### config.mk
export PLATFORM = sky130hd
export DESIGN_NAME = ppc_clock_ctrl
export DESIGN_NICKNAME = d
export VERILOG_FILES = /design/src/rtl/ppc_pkg.sv /design/src/rtl/ppc_clock_ctrl.sv /design/src/rtl/ppc_osc_tap.sv
export SDC_FILE = /design/constraint.sdc
export NUM_CORES = 1
export LEC_CHECK = 0
export BUFFER_PORTS_ARGS = -buffer_cell sky130_fd_sc_hd__clkbuf_2
export CAP_MARGIN = 20
export CELL_PAD_IN_SITES_DETAIL_PLACEMENT = 1
export CELL_PAD_IN_SITES_GLOBAL_PLACEMENT = 2
export CORE_MARGIN = 2
export CORE_UTILIZATION = 30
export DETAILED_ROUTE_END_ITERATION = 7
export PLACE_DENSITY_LB_ADDON = 0.2
export SLEW_MARGIN = 10
export SYNTH_ARGS = -nofsm -noshare
export SYNTH_HDL_FRONTEND = slang
export SYNTH_HIERARCHICAL = 1
export SYNTH_SLANG_ARGS = --single-unit
### constraint.sdc
create_clock -name i_clock -period 2.17 [get_ports i_clock]
set_input_delay 0.3255 -clock i_clock [delete_from_list [all_inputs] [get_ports i_clock]]
set_output_delay 0.3255 -clock i_clock [all_outputs]
set_load 0.01 [all_outputs]
### src/rtl/ppc_pkg.sv
// Constants, field layout and carrier types of the prescaler and clock output control.
// Assumes a single 200 MHz system clock; oscillator and counter clocks arrive as pins.
//
// What this block does
// Byte timer clock enable gates the divided clock; resets to off.
// Byte timer divider picks fast oscillator /2 to /256; field resets to 000.
// Per word timer, select bit picks slow (1) or fast (0) oscillator.
// Slow frequency output enable: 1 drives divided clock, 0 stops; resets off.
// Slow output divider picks slow oscillator /1 to /128; resets to 000.
// Fast frequency output enable: 1 drives divided clock, 0 stops; resets off.
// Fast output divider picks fast oscillator /1 to /128; resets to 000.
// Gate bit passes second external counter clock when 1; resets off.
// Gate bit passes first external counter clock when 1; resets off.
// Unassigned bits ignore writes and read as zero.
// Disabled frequency outputs sit low; enabling starts without a glitch.
package ppc_pkg;

  // Bus geometry
  localparam int PPC_ADDR_W = 20;
  localparam int PPC_DATA_W = 32;

  // Register indices; byte address is four times the index
  localparam logic [15:0] PPC_IDX_PRESCALE = 16'hff11;
  localparam logic [15:0] PPC_IDX_SRC_SEL = 16'hff12;
  localparam logic [15:0] PPC_IDX_FREQ_OUT = 16'hff14;
  localparam logic [15:0] PPC_IDX_EXT_GATE = 16'hff15;

  // Field positions
  localparam int PPC_POS_BT_ON = 3;
  localparam int PPC_POS_BT_DIV = 0;
  localparam int PPC_POS_SRC_B = 1;
  localparam int PPC_POS_SRC_A = 0;
  localparam int PPC_POS_SLOW_ON = 7;
  localparam int PPC_POS_SLOW_DIV = 4;
  localparam int PPC_POS_FAST_ON = 3;
  localparam int PPC_POS_FAST_DIV = 0;
  localparam int PPC_POS_EXT_B = 1;
  localparam int PPC_POS_EXT_A = 0;

  // Reset values
  localparam logic [7:0] PPC_RST_PRESCALE = 8'h00;
  localparam logic [7:0] PPC_RST_SRC_SEL = 8'h00;
  localparam logic [7:0] PPC_RST_FREQ_OUT = 8'h00;
  localparam logic [7:0] PPC_RST_EXT_GATE = 8'h00;

  // Timing: pin synchroniser depth
  localparam int PPC_SYNC_STAGES = 3;

  // AXI responses
  localparam logic [1:0] PPC_RESP_OKAY = 2'h0;
  localparam logic [1:0] PPC_RESP_SLVERR = 2'h2;

  typedef enum {PPC_SEL_PRESCALE, PPC_SEL_SRC, PPC_SEL_FOUT, PPC_SEL_EXT, PPC_SEL_NONE} ppc_sel_t;

  typedef struct packed {
    logic byte_timer_clk_on;
    logic [2:0] byte_timer_div;
    logic word_timer_b_src_sel;
    logic word_timer_a_src_sel;
    logic slow_out_on;
    logic [2:0] slow_out_div;
    logic fast_out_on;
    logic [2:0] fast_out_div;
    logic ext_clk_b_gate;
    logic ext_clk_a_gate;
  } ppc_ctrl_t;

  // Address decode shared by read and write paths
  function automatic ppc_sel_t ppc_decode(input logic [PPC_ADDR_W-1:0] addr);
    ppc_sel_t sel;
    sel = PPC_SEL_NONE;
    if (addr[1:0] == 2'h0 && addr[PPC_ADDR_W-1:18] == 2'h0) begin
      if (addr[17:2] == PPC_IDX_PRESCALE) sel = PPC_SEL_PRESCALE;
      if (addr[17:2] == PPC_IDX_SRC_SEL) sel = PPC_SEL_SRC;
      if (addr[17:2] == PPC_IDX_FREQ_OUT) sel = PPC_SEL_FOUT;
      if (addr[17:2] == PPC_IDX_EXT_GATE) sel = PPC_SEL_EXT;
    end
    return sel;
  endfunction

endpackage

### src/rtl/ppc_clock_ctrl.sv
// Prescaler, timer source select, frequency outputs and external clock gates.
// Assumes an AXI4-Lite master on i_clock and free-running oscillator pins.
//
// Local design decision: the AXI4-Lite interface to the registers.
`timescale 1ns/1ps
module ppc_clock_ctrl
  import ppc_pkg::*;
#(
  parameter int FAST_CNT_W = 8,
  parameter int SLOW_CNT_W = 7
) (
  // Clock and reset
  input wire logic i_clock,
  input wire logic i_sys_rst,
  // AXI4-Lite write address
  input wire logic i_awvalid,
  output logic o_awready,
  input wire logic [PPC_ADDR_W-1:0] i_awaddr,
  input wire logic [2:0] i_awprot,
  // AXI4-Lite write data
  input wire logic i_wvalid,
  output logic o_wready,
  input wire logic [PPC_DATA_W-1:0] i_wdata,
  input wire logic [3:0] i_wstrb,
  // AXI4-Lite write response
  output logic o_bvalid,
  input wire logic i_bready,
  output logic [1:0] o_bresp,
  // AXI4-Lite read address
  input wire logic i_arvalid,
  output logic o_arready,
  input wire logic [PPC_ADDR_W-1:0] i_araddr,
  input wire logic [2:0] i_arprot,
  // AXI4-Lite read data
  output logic o_rvalid,
  input wire logic i_rready,
  output logic [PPC_DATA_W-1:0] o_rdata,
  output logic [1:0] o_rresp,
  // Oscillator and counter clock pins
  input wire logic i_slow_osc_freq,
  input wire logic i_fast_osc_freq,
  input wire logic i_ext_counter_clk_a,
  input wire logic i_ext_counter_clk_b,
  // Clocks to timers
  output logic o_byte_timer_clk,
  output logic o_word_timer_a_clk,
  output logic o_word_timer_b_clk,
  output logic o_ext_clk_a,
  output logic o_ext_clk_b,
  // Frequency output pins
  output logic o_slow_freq_output,
  output logic o_fast_freq_output
);

  localparam int GATES = 5;
  localparam int G_BYTE = 0;
  localparam int G_SLOW = 1;
  localparam int G_FAST = 2;
  localparam int G_EXTB = 3;
  localparam int G_EXTA = 4;

  initial begin
    if (FAST_CNT_W != 8) $error("ppc_clock_ctrl: FAST_CNT_W must be 8 for /256");
    if (SLOW_CNT_W != 7) $error("ppc_clock_ctrl: SLOW_CNT_W must be 7 for /128");
  end

  ppc_ctrl_t ctrl_reg;
  logic aw_ready_reg;
  logic w_ready_reg;
  logic [PPC_ADDR_W-1:0] awaddr_reg;
  logic [PPC_DATA_W-1:0] wdata_reg;
  logic [3:0] wstrb_reg;
  logic bvalid_reg;
  logic [1:0] bresp_reg;
  logic ar_ready_reg;
  logic rvalid_reg;
  logic [PPC_DATA_W-1:0] rdata_reg;
  logic [1:0] rresp_reg;
  logic wr_fire;
  ppc_sel_t wr_sel;
  ppc_sel_t rd_sel;

  logic slow_level;
  logic fast_level;
  logic ext_a_level;
  logic ext_b_level;
  logic [SLOW_CNT_W-1:0] slow_cnt;
  logic [FAST_CNT_W-1:0] fast_cnt;

  logic [GATES-1:0] gate_src;
  logic [GATES-1:0] gate_on;
  logic [GATES-1:0] gate_act_reg;
  logic [GATES-1:0] gate_out_reg;
  logic word_a_reg;
  logic word_b_reg;

  // Pin sampling
  ppc_osc_tap #(.CNT_W(SLOW_CNT_W)) u_slow_tap (
    .i_clock(i_clock),
    .i_sys_rst(i_sys_rst),
    .i_pin(i_slow_osc_freq),
    .o_level(slow_level),
    .o_count(slow_cnt)
  );

  ppc_osc_tap #(.CNT_W(FAST_CNT_W)) u_fast_tap (
    .i_clock(i_clock),
    .i_sys_rst(i_sys_rst),
    .i_pin(i_fast_osc_freq),
    .o_level(fast_level),
    .o_count(fast_cnt)
  );

  ppc_osc_tap #(.CNT_W(1)) u_ext_a_tap (
    .i_clock(i_clock),
    .i_sys_rst(i_sys_rst),
    .i_pin(i_ext_counter_clk_a),
    .o_level(ext_a_level),
    .o_count()
  );

  ppc_osc_tap #(.CNT_W(1)) u_ext_b_tap (
    .i_clock(i_clock),
    .i_sys_rst(i_sys_rst),
    .i_pin(i_ext_counter_clk_b),
    .o_level(ext_b_level),
    .o_count()
  );

  // Division tap: code 0 passes the level, code n takes count bit n-1
  function automatic logic tap_sel(input logic level, input logic [7:0] cnt,
                                   input logic [2:0] code);
    logic bit_out;
    bit_out = level;
    if (code != 3'h0) begin
      bit_out = cnt[code - 3'h1];
    end
    return bit_out;
  endfunction

  // Read view of the control set, unassigned bits zero
  function automatic logic [7:0] read_byte(input ppc_sel_t sel, input ppc_ctrl_t c);
    logic [7:0] val;
    val = 8'h00;
    case (sel)
      PPC_SEL_PRESCALE: begin
        val[PPC_POS_BT_ON] = c.byte_timer_clk_on;
        val[PPC_POS_BT_DIV +: 3] = c.byte_timer_div;
      end
      PPC_SEL_SRC: begin
        val[PPC_POS_SRC_B] = c.word_timer_b_src_sel;
        val[PPC_POS_SRC_A] = c.word_timer_a_src_sel;
      end
      PPC_SEL_FOUT: begin
        val[PPC_POS_SLOW_ON] = c.slow_out_on;
        val[PPC_POS_SLOW_DIV +: 3] = c.slow_out_div;
        val[PPC_POS_FAST_ON] = c.fast_out_on;
        val[PPC_POS_FAST_DIV +: 3] = c.fast_out_div;
      end
      PPC_SEL_EXT: begin
        val[PPC_POS_EXT_B] = c.ext_clk_b_gate;
        val[PPC_POS_EXT_A] = c.ext_clk_a_gate;
      end
      default: begin
        val = 8'h00;
      end
    endcase
    return val;
  endfunction

  // Write channel: address and data taken in either order, then one response
  assign wr_fire = !aw_ready_reg && !w_ready_reg && !bvalid_reg;
  assign wr_sel = ppc_decode(awaddr_reg);

  always_ff @(posedge i_clock or posedge i_sys_rst) begin
    if (i_sys_rst) begin
      aw_ready_reg <= 1'b1;
      w_ready_reg <= 1'b1;
      awaddr_reg <= '0;
      wdata_reg <= '0;
      wstrb_reg <= 4'h0;
      bvalid_reg <= 1'b0;
      bresp_reg <= PPC_RESP_OKAY;
    end else begin
      if (aw_ready_reg && i_awvalid) begin
        awaddr_reg <= i_awaddr;
        aw_ready_reg <= 1'b0;
      end
      if (w_ready_reg && i_wvalid) begin
        wdata_reg <= i_wdata;
        wstrb_reg <= i_wstrb;
        w_ready_reg <= 1'b0;
      end
      if (wr_fire) begin
        bvalid_reg <= 1'b1;
        bresp_reg <= (wr_sel == PPC_SEL_NONE) ? PPC_RESP_SLVERR : PPC_RESP_OKAY;
      end
      if (bvalid_reg && i_bready) begin
        bvalid_reg <= 1'b0;
        aw_ready_reg <= 1'b1;
        w_ready_reg <= 1'b1;
      end
    end
  end

  // Control fields; only lane 0 carries register data
  always_ff @(posedge i_clock or posedge i_sys_rst) begin
    if (i_sys_rst) begin
      ctrl_reg.byte_timer_clk_on <= PPC_RST_PRESCALE[PPC_POS_BT_ON];
      ctrl_reg.byte_timer_div <= PPC_RST_PRESCALE[PPC_POS_BT_DIV +: 3];
      ctrl_reg.word_timer_b_src_sel <= PPC_RST_SRC_SEL[PPC_POS_SRC_B];
      ctrl_reg.word_timer_a_src_sel <= PPC_RST_SRC_SEL[PPC_POS_SRC_A];
      ctrl_reg.slow_out_on <= PPC_RST_FREQ_OUT[PPC_POS_SLOW_ON];
      ctrl_reg.slow_out_div <= PPC_RST_FREQ_OUT[PPC_POS_SLOW_DIV +: 3];
      ctrl_reg.fast_out_on <= PPC_RST_FREQ_OUT[PPC_POS_FAST_ON];
      ctrl_reg.fast_out_div <= PPC_RST_FREQ_OUT[PPC_POS_FAST_DIV +: 3];
      ctrl_reg.ext_clk_b_gate <= PPC_RST_EXT_GATE[PPC_POS_EXT_B];
      ctrl_reg.ext_clk_a_gate <= PPC_RST_EXT_GATE[PPC_POS_EXT_A];
    end else if (wr_fire && wstrb_reg[0]) begin
      // Bits not named below are simply not stored
      case (wr_sel)
        PPC_SEL_PRESCALE: begin
          ctrl_reg.byte_timer_clk_on <= wdata_reg[PPC_POS_BT_ON];
          ctrl_reg.byte_timer_div <= wdata_reg[PPC_POS_BT_DIV +: 3];
        end
        PPC_SEL_SRC: begin
          ctrl_reg.word_timer_b_src_sel <= wdata_reg[PPC_POS_SRC_B];
          ctrl_reg.word_timer_a_src_sel <= wdata_reg[PPC_POS_SRC_A];
        end
        PPC_SEL_FOUT: begin
          ctrl_reg.slow_out_on <= wdata_reg[PPC_POS_SLOW_ON];
          ctrl_reg.slow_out_div <= wdata_reg[PPC_POS_SLOW_DIV +: 3];
          ctrl_reg.fast_out_on <= wdata_reg[PPC_POS_FAST_ON];
          ctrl_reg.fast_out_div <= wdata_reg[PPC_POS_FAST_DIV +: 3];
        end
        PPC_SEL_EXT: begin
          ctrl_reg.ext_clk_b_gate <= wdata_reg[PPC_POS_EXT_B];
          ctrl_reg.ext_clk_a_gate <= wdata_reg[PPC_POS_EXT_A];
        end
        default: begin
          ctrl_reg <= ctrl_reg;
        end
      endcase
    end
  end

  // Read channel: data one cycle after the address is taken
  assign rd_sel = ppc_decode(i_araddr);

  always_ff @(posedge i_clock or posedge i_sys_rst) begin
    if (i_sys_rst) begin
      ar_ready_reg <= 1'b1;
      rvalid_reg <= 1'b0;
      rdata_reg <= '0;
      rresp_reg <= PPC_RESP_OKAY;
    end else begin
      if (ar_ready_reg && i_arvalid) begin
        ar_ready_reg <= 1'b0;
        rvalid_reg <= 1'b1;
        rdata_reg <= {24'h000000, read_byte(rd_sel, ctrl_reg)};
        rresp_reg <= (rd_sel == PPC_SEL_NONE) ? PPC_RESP_SLVERR : PPC_RESP_OKAY;
      end
      if (rvalid_reg && i_rready) begin
        rvalid_reg <= 1'b0;
        ar_ready_reg <= 1'b1;
      end
    end
  end

  // Sources and enables for the gated clocks
  always_comb begin
    gate_src[G_BYTE] = fast_cnt[ctrl_reg.byte_timer_div];
    gate_src[G_SLOW] = tap_sel(slow_level, {1'b0, slow_cnt}, ctrl_reg.slow_out_div);
    gate_src[G_FAST] = tap_sel(fast_level, fast_cnt, ctrl_reg.fast_out_div);
    gate_src[G_EXTB] = ext_b_level;
    gate_src[G_EXTA] = ext_a_level;
    gate_on[G_BYTE] = ctrl_reg.byte_timer_clk_on;
    gate_on[G_SLOW] = ctrl_reg.slow_out_on;
    gate_on[G_FAST] = ctrl_reg.fast_out_on;
    gate_on[G_EXTB] = ctrl_reg.ext_clk_b_gate;
    gate_on[G_EXTA] = ctrl_reg.ext_clk_a_gate;
  end

  // Enable follows only while the source is low, so turning a gate on or off never cuts a pulse short
  always_ff @(posedge i_clock or posedge i_sys_rst) begin
    if (i_sys_rst) begin
      gate_act_reg <= '0;
      gate_out_reg <= '0;
    end else begin
      for (int g = 0; g < GATES; g++) begin
        if (!gate_src[g]) begin
          gate_act_reg[g] <= gate_on[g];
        end
        gate_out_reg[g] <= gate_act_reg[g] & gate_src[g];
      end
    end
  end

  // Word timer source selection
  always_ff @(posedge i_clock or posedge i_sys_rst) begin
    if (i_sys_rst) begin
      word_a_reg <= 1'b0;
      word_b_reg <= 1'b0;
    end else begin
      word_a_reg <= ctrl_reg.word_timer_a_src_sel ? slow_level : fast_level;
      word_b_reg <= ctrl_reg.word_timer_b_src_sel ? slow_level : fast_level;
    end
  end

  assign o_awready = aw_ready_reg;
  assign o_wready = w_ready_reg;
  assign o_bvalid = bvalid_reg;
  assign o_bresp = bresp_reg;
  assign o_arready = ar_ready_reg;
  assign o_rvalid = rvalid_reg;
  assign o_rdata = rdata_reg;
  assign o_rresp = rresp_reg;
  assign o_byte_timer_clk = gate_out_reg[G_BYTE];
  assign o_slow_freq_output = gate_out_reg[G_SLOW];
  assign o_fast_freq_output = gate_out_reg[G_FAST];
  assign o_ext_clk_b = gate_out_reg[G_EXTB];
  assign o_ext_clk_a = gate_out_reg[G_EXTA];
  assign o_word_timer_a_clk = word_a_reg;
  assign o_word_timer_b_clk = word_b_reg;
endmodule

### src/rtl/ppc_osc_tap.sv
// Pin synchroniser with a debounced level and a ripple-free count of rising edges.
// Assumes the pin toggles well below half the system clock rate.
`timescale 1ns/1ps
module ppc_osc_tap
  import ppc_pkg::*;
#(
  parameter int CNT_W = 8
) (
  // Clock and reset
  input wire logic i_clock,
  input wire logic i_sys_rst,
  // Pin
  input wire logic i_pin,
  // Accepted level and edge count
  output logic o_level,
  output logic [CNT_W-1:0] o_count
);

  logic [PPC_SYNC_STAGES-1:0] sync_reg;

  initial begin
    if (CNT_W < 1 || CNT_W > 16) $error("ppc_osc_tap: CNT_W out of range");
  end

  always_ff @(posedge i_clock or posedge i_sys_rst) begin
    if (i_sys_rst) begin
      sync_reg <= '0;
    end else begin
      sync_reg <= {sync_reg[PPC_SYNC_STAGES-2:0], i_pin};
    end
  end

  // Change accepted once second and third stages agree
  always_ff @(posedge i_clock or posedge i_sys_rst) begin
    if (i_sys_rst) begin
      o_level <= 1'b0;
      o_count <= '0;
    end else if (sync_reg[1] == sync_reg[2] && sync_reg[2] != o_level) begin
      o_level <= sync_reg[2];
      if (sync_reg[2]) begin
        o_count <= o_count + CNT_W'(1);
      end
    end
  end

endmodule

After elaboration in Yosys (flattened, before gate mapping). Index checks and enable logic that the tools add are counted.

Input port bits: 93. Output and inout bits: 48. Flip-flop bits (word level): 105. Word-level logic and storage cells: 145.

Muxes and demuxes: 35. Add/sub/neg operators: 4. Magnitude comparators: 3. Bitwise logic cells: 5. Reduce and logical (&&, ||, !) cells: 35. Equality and inequality tests: 24.

Operators with widths (number): $mux W32 (8); $eq A16 B16 Y1 const B (8); $eq A32 B2 Y1 const B (4); $eq A32 B1 Y1 const B (2); $eq A32 B4 Y1 const B (2); $logic_not A32 Y1 (2); $mux W1 (17); $logic_and A1 B1 Y1 (14); $lt A3 B4 Y1 const B (3); $reduce_and A2 Y1 (6); $bmux W1 S3 (3); $add A8 B1 Y8 const B (1); $logic_not A2 Y1 (4); $pmux W2 S4 (1); $reduce_bool A2 Y1 (4); $add A7 B1 Y7 const B (1); $mux W3 (2); $reduce_bool A3 Y1 (2); $sub A3 B1 Y3 const B (2); $and A1 B1 Y1 (5); $eq A1 B1 Y1 (4); $mux W2 (2); $mux W4 (1); $ne A1 B1 Y1 (4); other kinds (2) (4).

Logic depth before layout (Yosys ltp). Gate-level depths: netlist of the first run.

Word-level depth: 8. Mapped depth: 7. Gate-level depth less buffers: 7.

Cells and area by module. Netlist of the first run, hierarchy kept.

By module, submodules not included: ppc_clock_ctrl (area an instance 3452.1 um^2, times used 1, sequential area each 1805.5 um^2, cells an instance 265); ppc_osc_tap (u_fast_tap) (area an instance 488.0 um^2, times used 1, sequential area each 300.3 um^2, cells an instance 34); ppc_osc_tap (u_slow_tap) (area an instance 426.7 um^2, times used 1, sequential area each 275.3 um^2, cells an instance 30); ppc_osc_tap (u_ext_a_tap ...) (area an instance 156.4 um^2, times used 2, sequential area each 125.1 um^2, cells an instance 9).

Worst setup path before layout of the first run. No wires, ideal clock.

Path type: register -> register. Start: register ctrl_reg[2] in the netlist's numbering. End: register gate_act_reg[2]. Arrival: 1782 ps. Buffers on the path: 0. Setup time: 125 ps. Stages on the path, launching flop included: 8. Path slack: 263 ps. Required time: 2045 ps. Clock period less this slack: 1907 ps. Cell sequence: dfrtp_1 > inv_1 > ha_1 > mux4_2 > nor2b_1 > a211oi_1 > o31ai_1 > mux2_2.

Word-level cells in the longest chain between the ends: 4. Elaborated cells on any way between the ends: 5. Classes of those cells: add/sub: 1; mux: 3; reduce/logical: 1.

Ends and longest elaborated chain: start, declared (RTL line ppc_clock_ctrl.sv:67) `ppc_ctrl_t ctrl_reg;`; start signal, assigned (RTL line ppc_clock_ctrl.sv:241) `ctrl_reg <= ctrl_reg;`; $sub A3 B1 Y3 (RTL line ppc_clock_ctrl.sv:136) `bit_out = cnt[code - 3'h1];`; $bmux W1 S3 (RTL line ppc_clock_ctrl.sv:136); $mux W1 (implied by the code) (RTL line ppc_clock_ctrl.sv:136); $mux W1 * (RTL line ppc_clock_ctrl.sv:135) `if (code != 3'h0) begin`; end signal, assigned by index (RTL line ppc_clock_ctrl.sv:292) `gate_act_reg[g] <= gate_on[g];`; end, declared (RTL line ppc_clock_ctrl.sv:92) `logic [GATES-1:0] gate_act_reg;`.

Every way passes the cells marked *; elsewhere a longest branch is shown, timed or not. The select of a mux whose other input is x is not followed. A chain may end at the register's enable or synchronous reset.

Worst setup path after layout of the first run.
Start: register ctrl_reg[7] in the netlist's numbering. End: register gate_act_reg[1].

Same word-level chain as after synthesis.

==> results of run 1 <==
[worst max-delay path: cells and delay by family (launching register included)]
| family | cells | cell delay (ps) |
|---|---|---|
| compound gates | 3 | 510 |
| fa+ha+maj | 1 | 330 |
| buf+inv | 1 | 80 |
| flops | 1 | 410 |
| mux | 1 | 340 |
| simple gates | 1 | 220 |
[metrics by stage]
stage,power (W),hold slack [ps],instance area (µm²),std cells
final,0.00534,79.7,5520,631
after floorplan,0.00340,91.6,4690,366
after global placement,0.00367,278,5200,614
after detailed placement,0.00373,288,5200,614
after CTS,0.00545,63.4,5520,631
after global routing,0.00567,69.1,5520,631
[path summary, 6_finish.rpt]
path	startpoint	endpoint	slack [ps]	depth (start not counted)
max in group asynchronous	i_sys_rst	o_awready	1090	4
setup / recovery	ctrl_reg[7]	gate_act_reg[1]	180	7
hold reg to reg	u_slow_tap/sync_reg[0]	u_slow_tap/sync_reg[1]	350	0
hold / removal	i_fast_osc_freq	u_fast_tap/sync_reg[0]	80	1
min in group asynchronous	i_sys_rst	gate_act_reg[3]	460	3
setup reg to reg	ctrl_reg[7]	gate_act_reg[1]	180	7
[where the power goes]
part	total, W	leakage, nW	internal [W]	switching (W)
clock network	0.00168	0.149	0.000960	0.000715
logic	0.000947	1.20	0.000557	0.000391
registers	0.00272	1.30	0.00235	0.000365
[layer usage]
layer  up-vias  routed length, µm  part of all wire [%]  GRT usage (%)
met1      1476               4430                    45           16.6
met2        60               4720                    48           20.7
met4         0                210                   2.2           6.21
met3        13                408                   4.2           2.84
li1       1366                  -                     -              -
met5         -                  0                     0              0
[cell type report]
cell class | instances | area (µm²)
Sequential cell | 103 | 2580
Tap cell | 188 | 235
Fill cell | 1649 | 9570
Clock inverter | 4 | 51.3
Timing Repair Buffer | 90 | 488
Clock buffer | 12 | 256
Multi-Input combinational cell | 220 | 1850
Inverter | 14 | 52.6
[what timing repair did]
item	in CTS	in global routing
hold endpoints to repair	12	0
setup endpoints to repair	0	7
hold buffers	1	0
==> results.txt, run 1 <==
mapped cell area - 4600 µm²
Slew @ Worst Pin - 520 ps
CTS buffer count - 9
fmax - 502 MHz
largest net degree at the start of global routing - 69
area grow syn2layout - 20.0%
Warnings, synthesis - 6
GRT Total Usage - 12.9%
Avg WL per Cell - 15.5 µm
Max-Slew Margin vs Limit - 65.3%
Power Dens Cells - 968 nW/µm²
Synth Area per Inst - 13.5 µm²
std cell rows - 45
flip-flop count of the largest register after layout - 20
initial antenna violation count - 0
CTS tree - built
Setup violations, final - 0
dpl ws - 142 ps
clk_lat worst skew - 350 ps
Via-to-Cell Ratio - 4.62
DRT iter0 DRCs - 104
DRT Pass-1 Iters - 4
endpoint type of the worst setup path - register
crit-path max FO - 3
clk buf depth - 2
leading cell type in the layout, fill and taps excluded - dfrtp_1
crit-path max cell delay - 410 ps
Final #Nets - 537
final setup margin - 178 ps
CTS Root Cell - clkbuf_16
HP Class - primary input to register
Antenna diodes - 0
max cap viols - 0
Remaining DRCs - 0
post-layout util - 36.6%
Routed Antenna Nets - 0
clk sinks - 103
Worst path slowest cell - dfrtp_1
period utilization - 91.8%
die height - 128 µm
WS Path Type - register to register
worst-path cell chain - inv_1 -> ha_1 -> mux2_2 -> a21oi_1 -> o311ai_0 -> and3_1 -> a21o_1
# resized after CTS - 0
Die Area - 16300 µm²
DP Wirelength - 7320 µm
Starting Density - 30.5%
leakage dissipation - 2.65 nW
H-tree levels - 3
clock-pin slew on the worst setup and hold paths - 70 ps
I/O Buffers - 81
Post-Route Skew - 9.05 ps
GRT overflow - 0
Syn Inst Count - 341
post-route minimum period - 1990 ps
vias in the first global route - 3174
Vias - 2915
first-pass GRT wire length - 16200 µm
Final Hold Viols - 0
setup TNS - 0 ps
CP startpoint kind - register
core area - 15100 µm²
most frequent cells in the layout - 100 x dfrtp_1, 81 x clkbuf_2, 54 x mux2_2, 26 x conb_1, 17 x nand2_1
Die Wd - 128 µm
Ports - 141
fin. max-slew vios - 0
RSZ-0062 raised after global routing - no
Post-CTS Setup Bufs - 0
total wire length - 9760 µm
data required time of the worst path - 2410 ps
CP arrival - 2240 ps
layout cell share with drive strength beyond 1 - 40.9%
status - completed
gpl congestion - 0.731
Peak VDD IR - 459 µV
(Power assumes the default switching activity.)
==> inputs of run 2 (changes only) <==
--- a/config.mk
+++ b/config.mk
@@ -10,8 +10,9 @@
 export CELL_PAD_IN_SITES_DETAIL_PLACEMENT = 1
 export CELL_PAD_IN_SITES_GLOBAL_PLACEMENT = 2
 export CORE_MARGIN = 2
-export CORE_UTILIZATION = 30
+export CORE_UTILIZATION = 36
 export DETAILED_ROUTE_END_ITERATION = 7
+export MAX_ROUTING_LAYER = met4
 export PLACE_DENSITY_LB_ADDON = 0.2
 export SLEW_MARGIN = 10
 export SYNTH_ARGS = -nofsm -noshare
==> constraint.sdc (replaced) <==
create_clock -name i_clock -period 2.45 [get_ports i_clock]
set_input_delay 0.3675 -clock i_clock [delete_from_list [all_inputs] [get_ports i_clock]]
set_output_delay 0.3675 -clock i_clock [all_outputs]
set_load 0.01 [all_outputs]
==> run 2 against run 1 <==
Compared with the run above:
- core utilization grew 6.9 points
- maximum frequency fell by 7.7%
- sequential power decreased by 11%
- critical path depth unchanged
- sequential share of layout area up 0.44 points
- die area down 16%
- via count about the same
- global-route usage increased by 1.9 points
- clock power down 15%
- flip-flop and latch count unchanged
- design area decreased by 0.93%
- critical endpoint is now gate_act_reg[2]
- largest cell class unchanged
==> results.txt, run 2 (same netlist as run 1, synthesis figures left out) <==
Crit path depth - 7
leakage dissipation - 2.63 nW
Setup violations, final - 0
vias in the first global route - 2997
area grow syn2layout - 18.9%
R2R cell count - 7
initial antenna violation count - 0
Antenna diodes - 0
reg-to-reg endpoint - gate_act_reg[2]
CP arrival - 2380 ps
total wire length - 9300 µm
FF/Latch Area - 2580 µm²
largest net degree at the start of global routing - 29
Post-CTS Setup Bufs - 0
Final Hold Viols - 0
Layout Cells excl Fill - 611
Worst path slowest cell - dfrtp_1
filler instances - 1369
FF-to-FF setup slack - 290 ps
clk sinks - 103
Max-Slew Margin vs Limit - 44.0%
area of the multi-input gates - 1850 µm²
CP Capture Point - gate_act_reg[2]
data required time of the worst path - 2670 ps
Vias - 2914
Post-Route Skew - 5.85 ps
Inst Count DP - 595
leading cell type in the layout, fill and taps excluded - dfrtp_1
Slew @ Worst Pin - 839 ps
Ports - 141
post-route minimum period - 2160 ps
HP Class - primary input to register
Hold Buf Count CTS - 1
clk buf depth - 2
clk_lat worst skew - 340 ps
flip-flop count of the largest register after layout - 20
Via-to-Cell Ratio - 4.77
Design Area, Final - 5460 µm²
most frequent cells in the layout - 100 x dfrtp_1, 81 x clkbuf_2, 54 x mux2_2, 26 x conb_1, 17 x nand2_1
Starting Density - 36.6%
DRT iter0 DRCs - 76
# resized after CTS - 0
setup TNS - 0 ps
layout cell share with drive strength beyond 1 - 40.3%
die height - 117 µm
GRT overflow - 0
Critical Path Source - ctrl_reg[2]
Post-Route Hold Slack - 134 ps
gpl congestion - 0.757
Placed Area - 5150 µm²
fmax - 464 MHz
crit-path max cell delay - 450 ps
crit-path max FO - 5
worst-path cell chain - inv_1 -> ha_1 -> mux4_2 -> nor2b_1 -> a211oi_1 -> o31ai_1 -> mux2_2
DP Wirelength - 7240 µm
Routed Antenna Nets - 0
period utilization - 88.1%
status - completed
worst reg2reg startpoint - ctrl_reg[2]
Die Wd - 117 µm
endpoint type of the worst setup path - register
DRT Pass-1 Iters - 4
CTS Root Cell - clkbuf_16
RSZ-0062 raised after global routing - no
first-pass GRT wire length - 15000 µm
Avg WL per Cell - 15.2 µm
kind of cell adding the most delay to the critical path - multiplexers
WP buf/inv - 1
clock-pin slew on the worst setup and hold paths - 60 ps
Power Dens Cells - 856 nW/µm²
max cap viols - 0
CTS buffer count - 9
std cell rows - 41
Peak VDD IR - 422 µV
Die Area - 13700 µm²
Remaining DRCs - 0
Final #Nets - 534
WS Path Type - register to register
H-tree levels - 3
fin. max-slew vios - 0
CTS tree - built
I/O Buffers - 81
core area - 12600 µm²
GRT Total Usage - 14.8%
CP startpoint kind - register
## run 2: cell types whose count changed in the layout (fill, tap and decap cells not counted)
cell   change
buf_4      -3
inv_6      -1
## run 2: final cells by class
cell class | count | share of cell area (%)
Inverter | 14 | 0.962
Multi-Input combinational cell | 220 | 33.9
Clock inverter | 3 | 0.779
Clock buffer | 12 | 4.69
Sequential cell | 103 | 47.2
Timing Repair Buffer | 87 | 8.52
Tap cell | 172 | 3.94
## run 2: metrics by stage
stage	power (W)	setup WS (ps)	util, %
floorplan	0.00301	263	-
global placement	0.00323	373	41.0
detailed placement	0.00330	300	41.0
CTS	0.00475	291	43.5
global route	0.00496	114	43.5
finish	0.00468	293	43.5
## run 2: worst min-delay path by stage
stage                          from                      end  depth (start not counted)
global route        i_slow_osc_freq   u_slow_tap/sync_reg[0]                          1
finish              i_fast_osc_freq   u_fast_tap/sync_reg[0]                          1
CTS                 i_fast_osc_freq   u_fast_tap/sync_reg[0]                          1
global placement          i_sys_rst  u_ext_b_tap/sync_reg[0]                          2
detailed placement        i_sys_rst  u_ext_a_tap/sync_reg[1]                          2
floorplan                 i_sys_rst      u_ext_a_tap/o_level                          1
## run 2: per-layer routing
layer	vias up	global-route usage, %	routed length (µm)
met5	-	-	0
met4	0	4.71	95
met3	7	3.09	388
met2	66	22.4	4390
met1	1494	20.1	4420
li1	1347	-	-
## run 2: power breakdown
| part | internal, W | switching (W) |
|---|---|---|
| Combinational | 0.000492 | 0.000348 |
| Sequential | 0.00208 | 0.000326 |
| Clock | 0.000841 | 0.000587 |
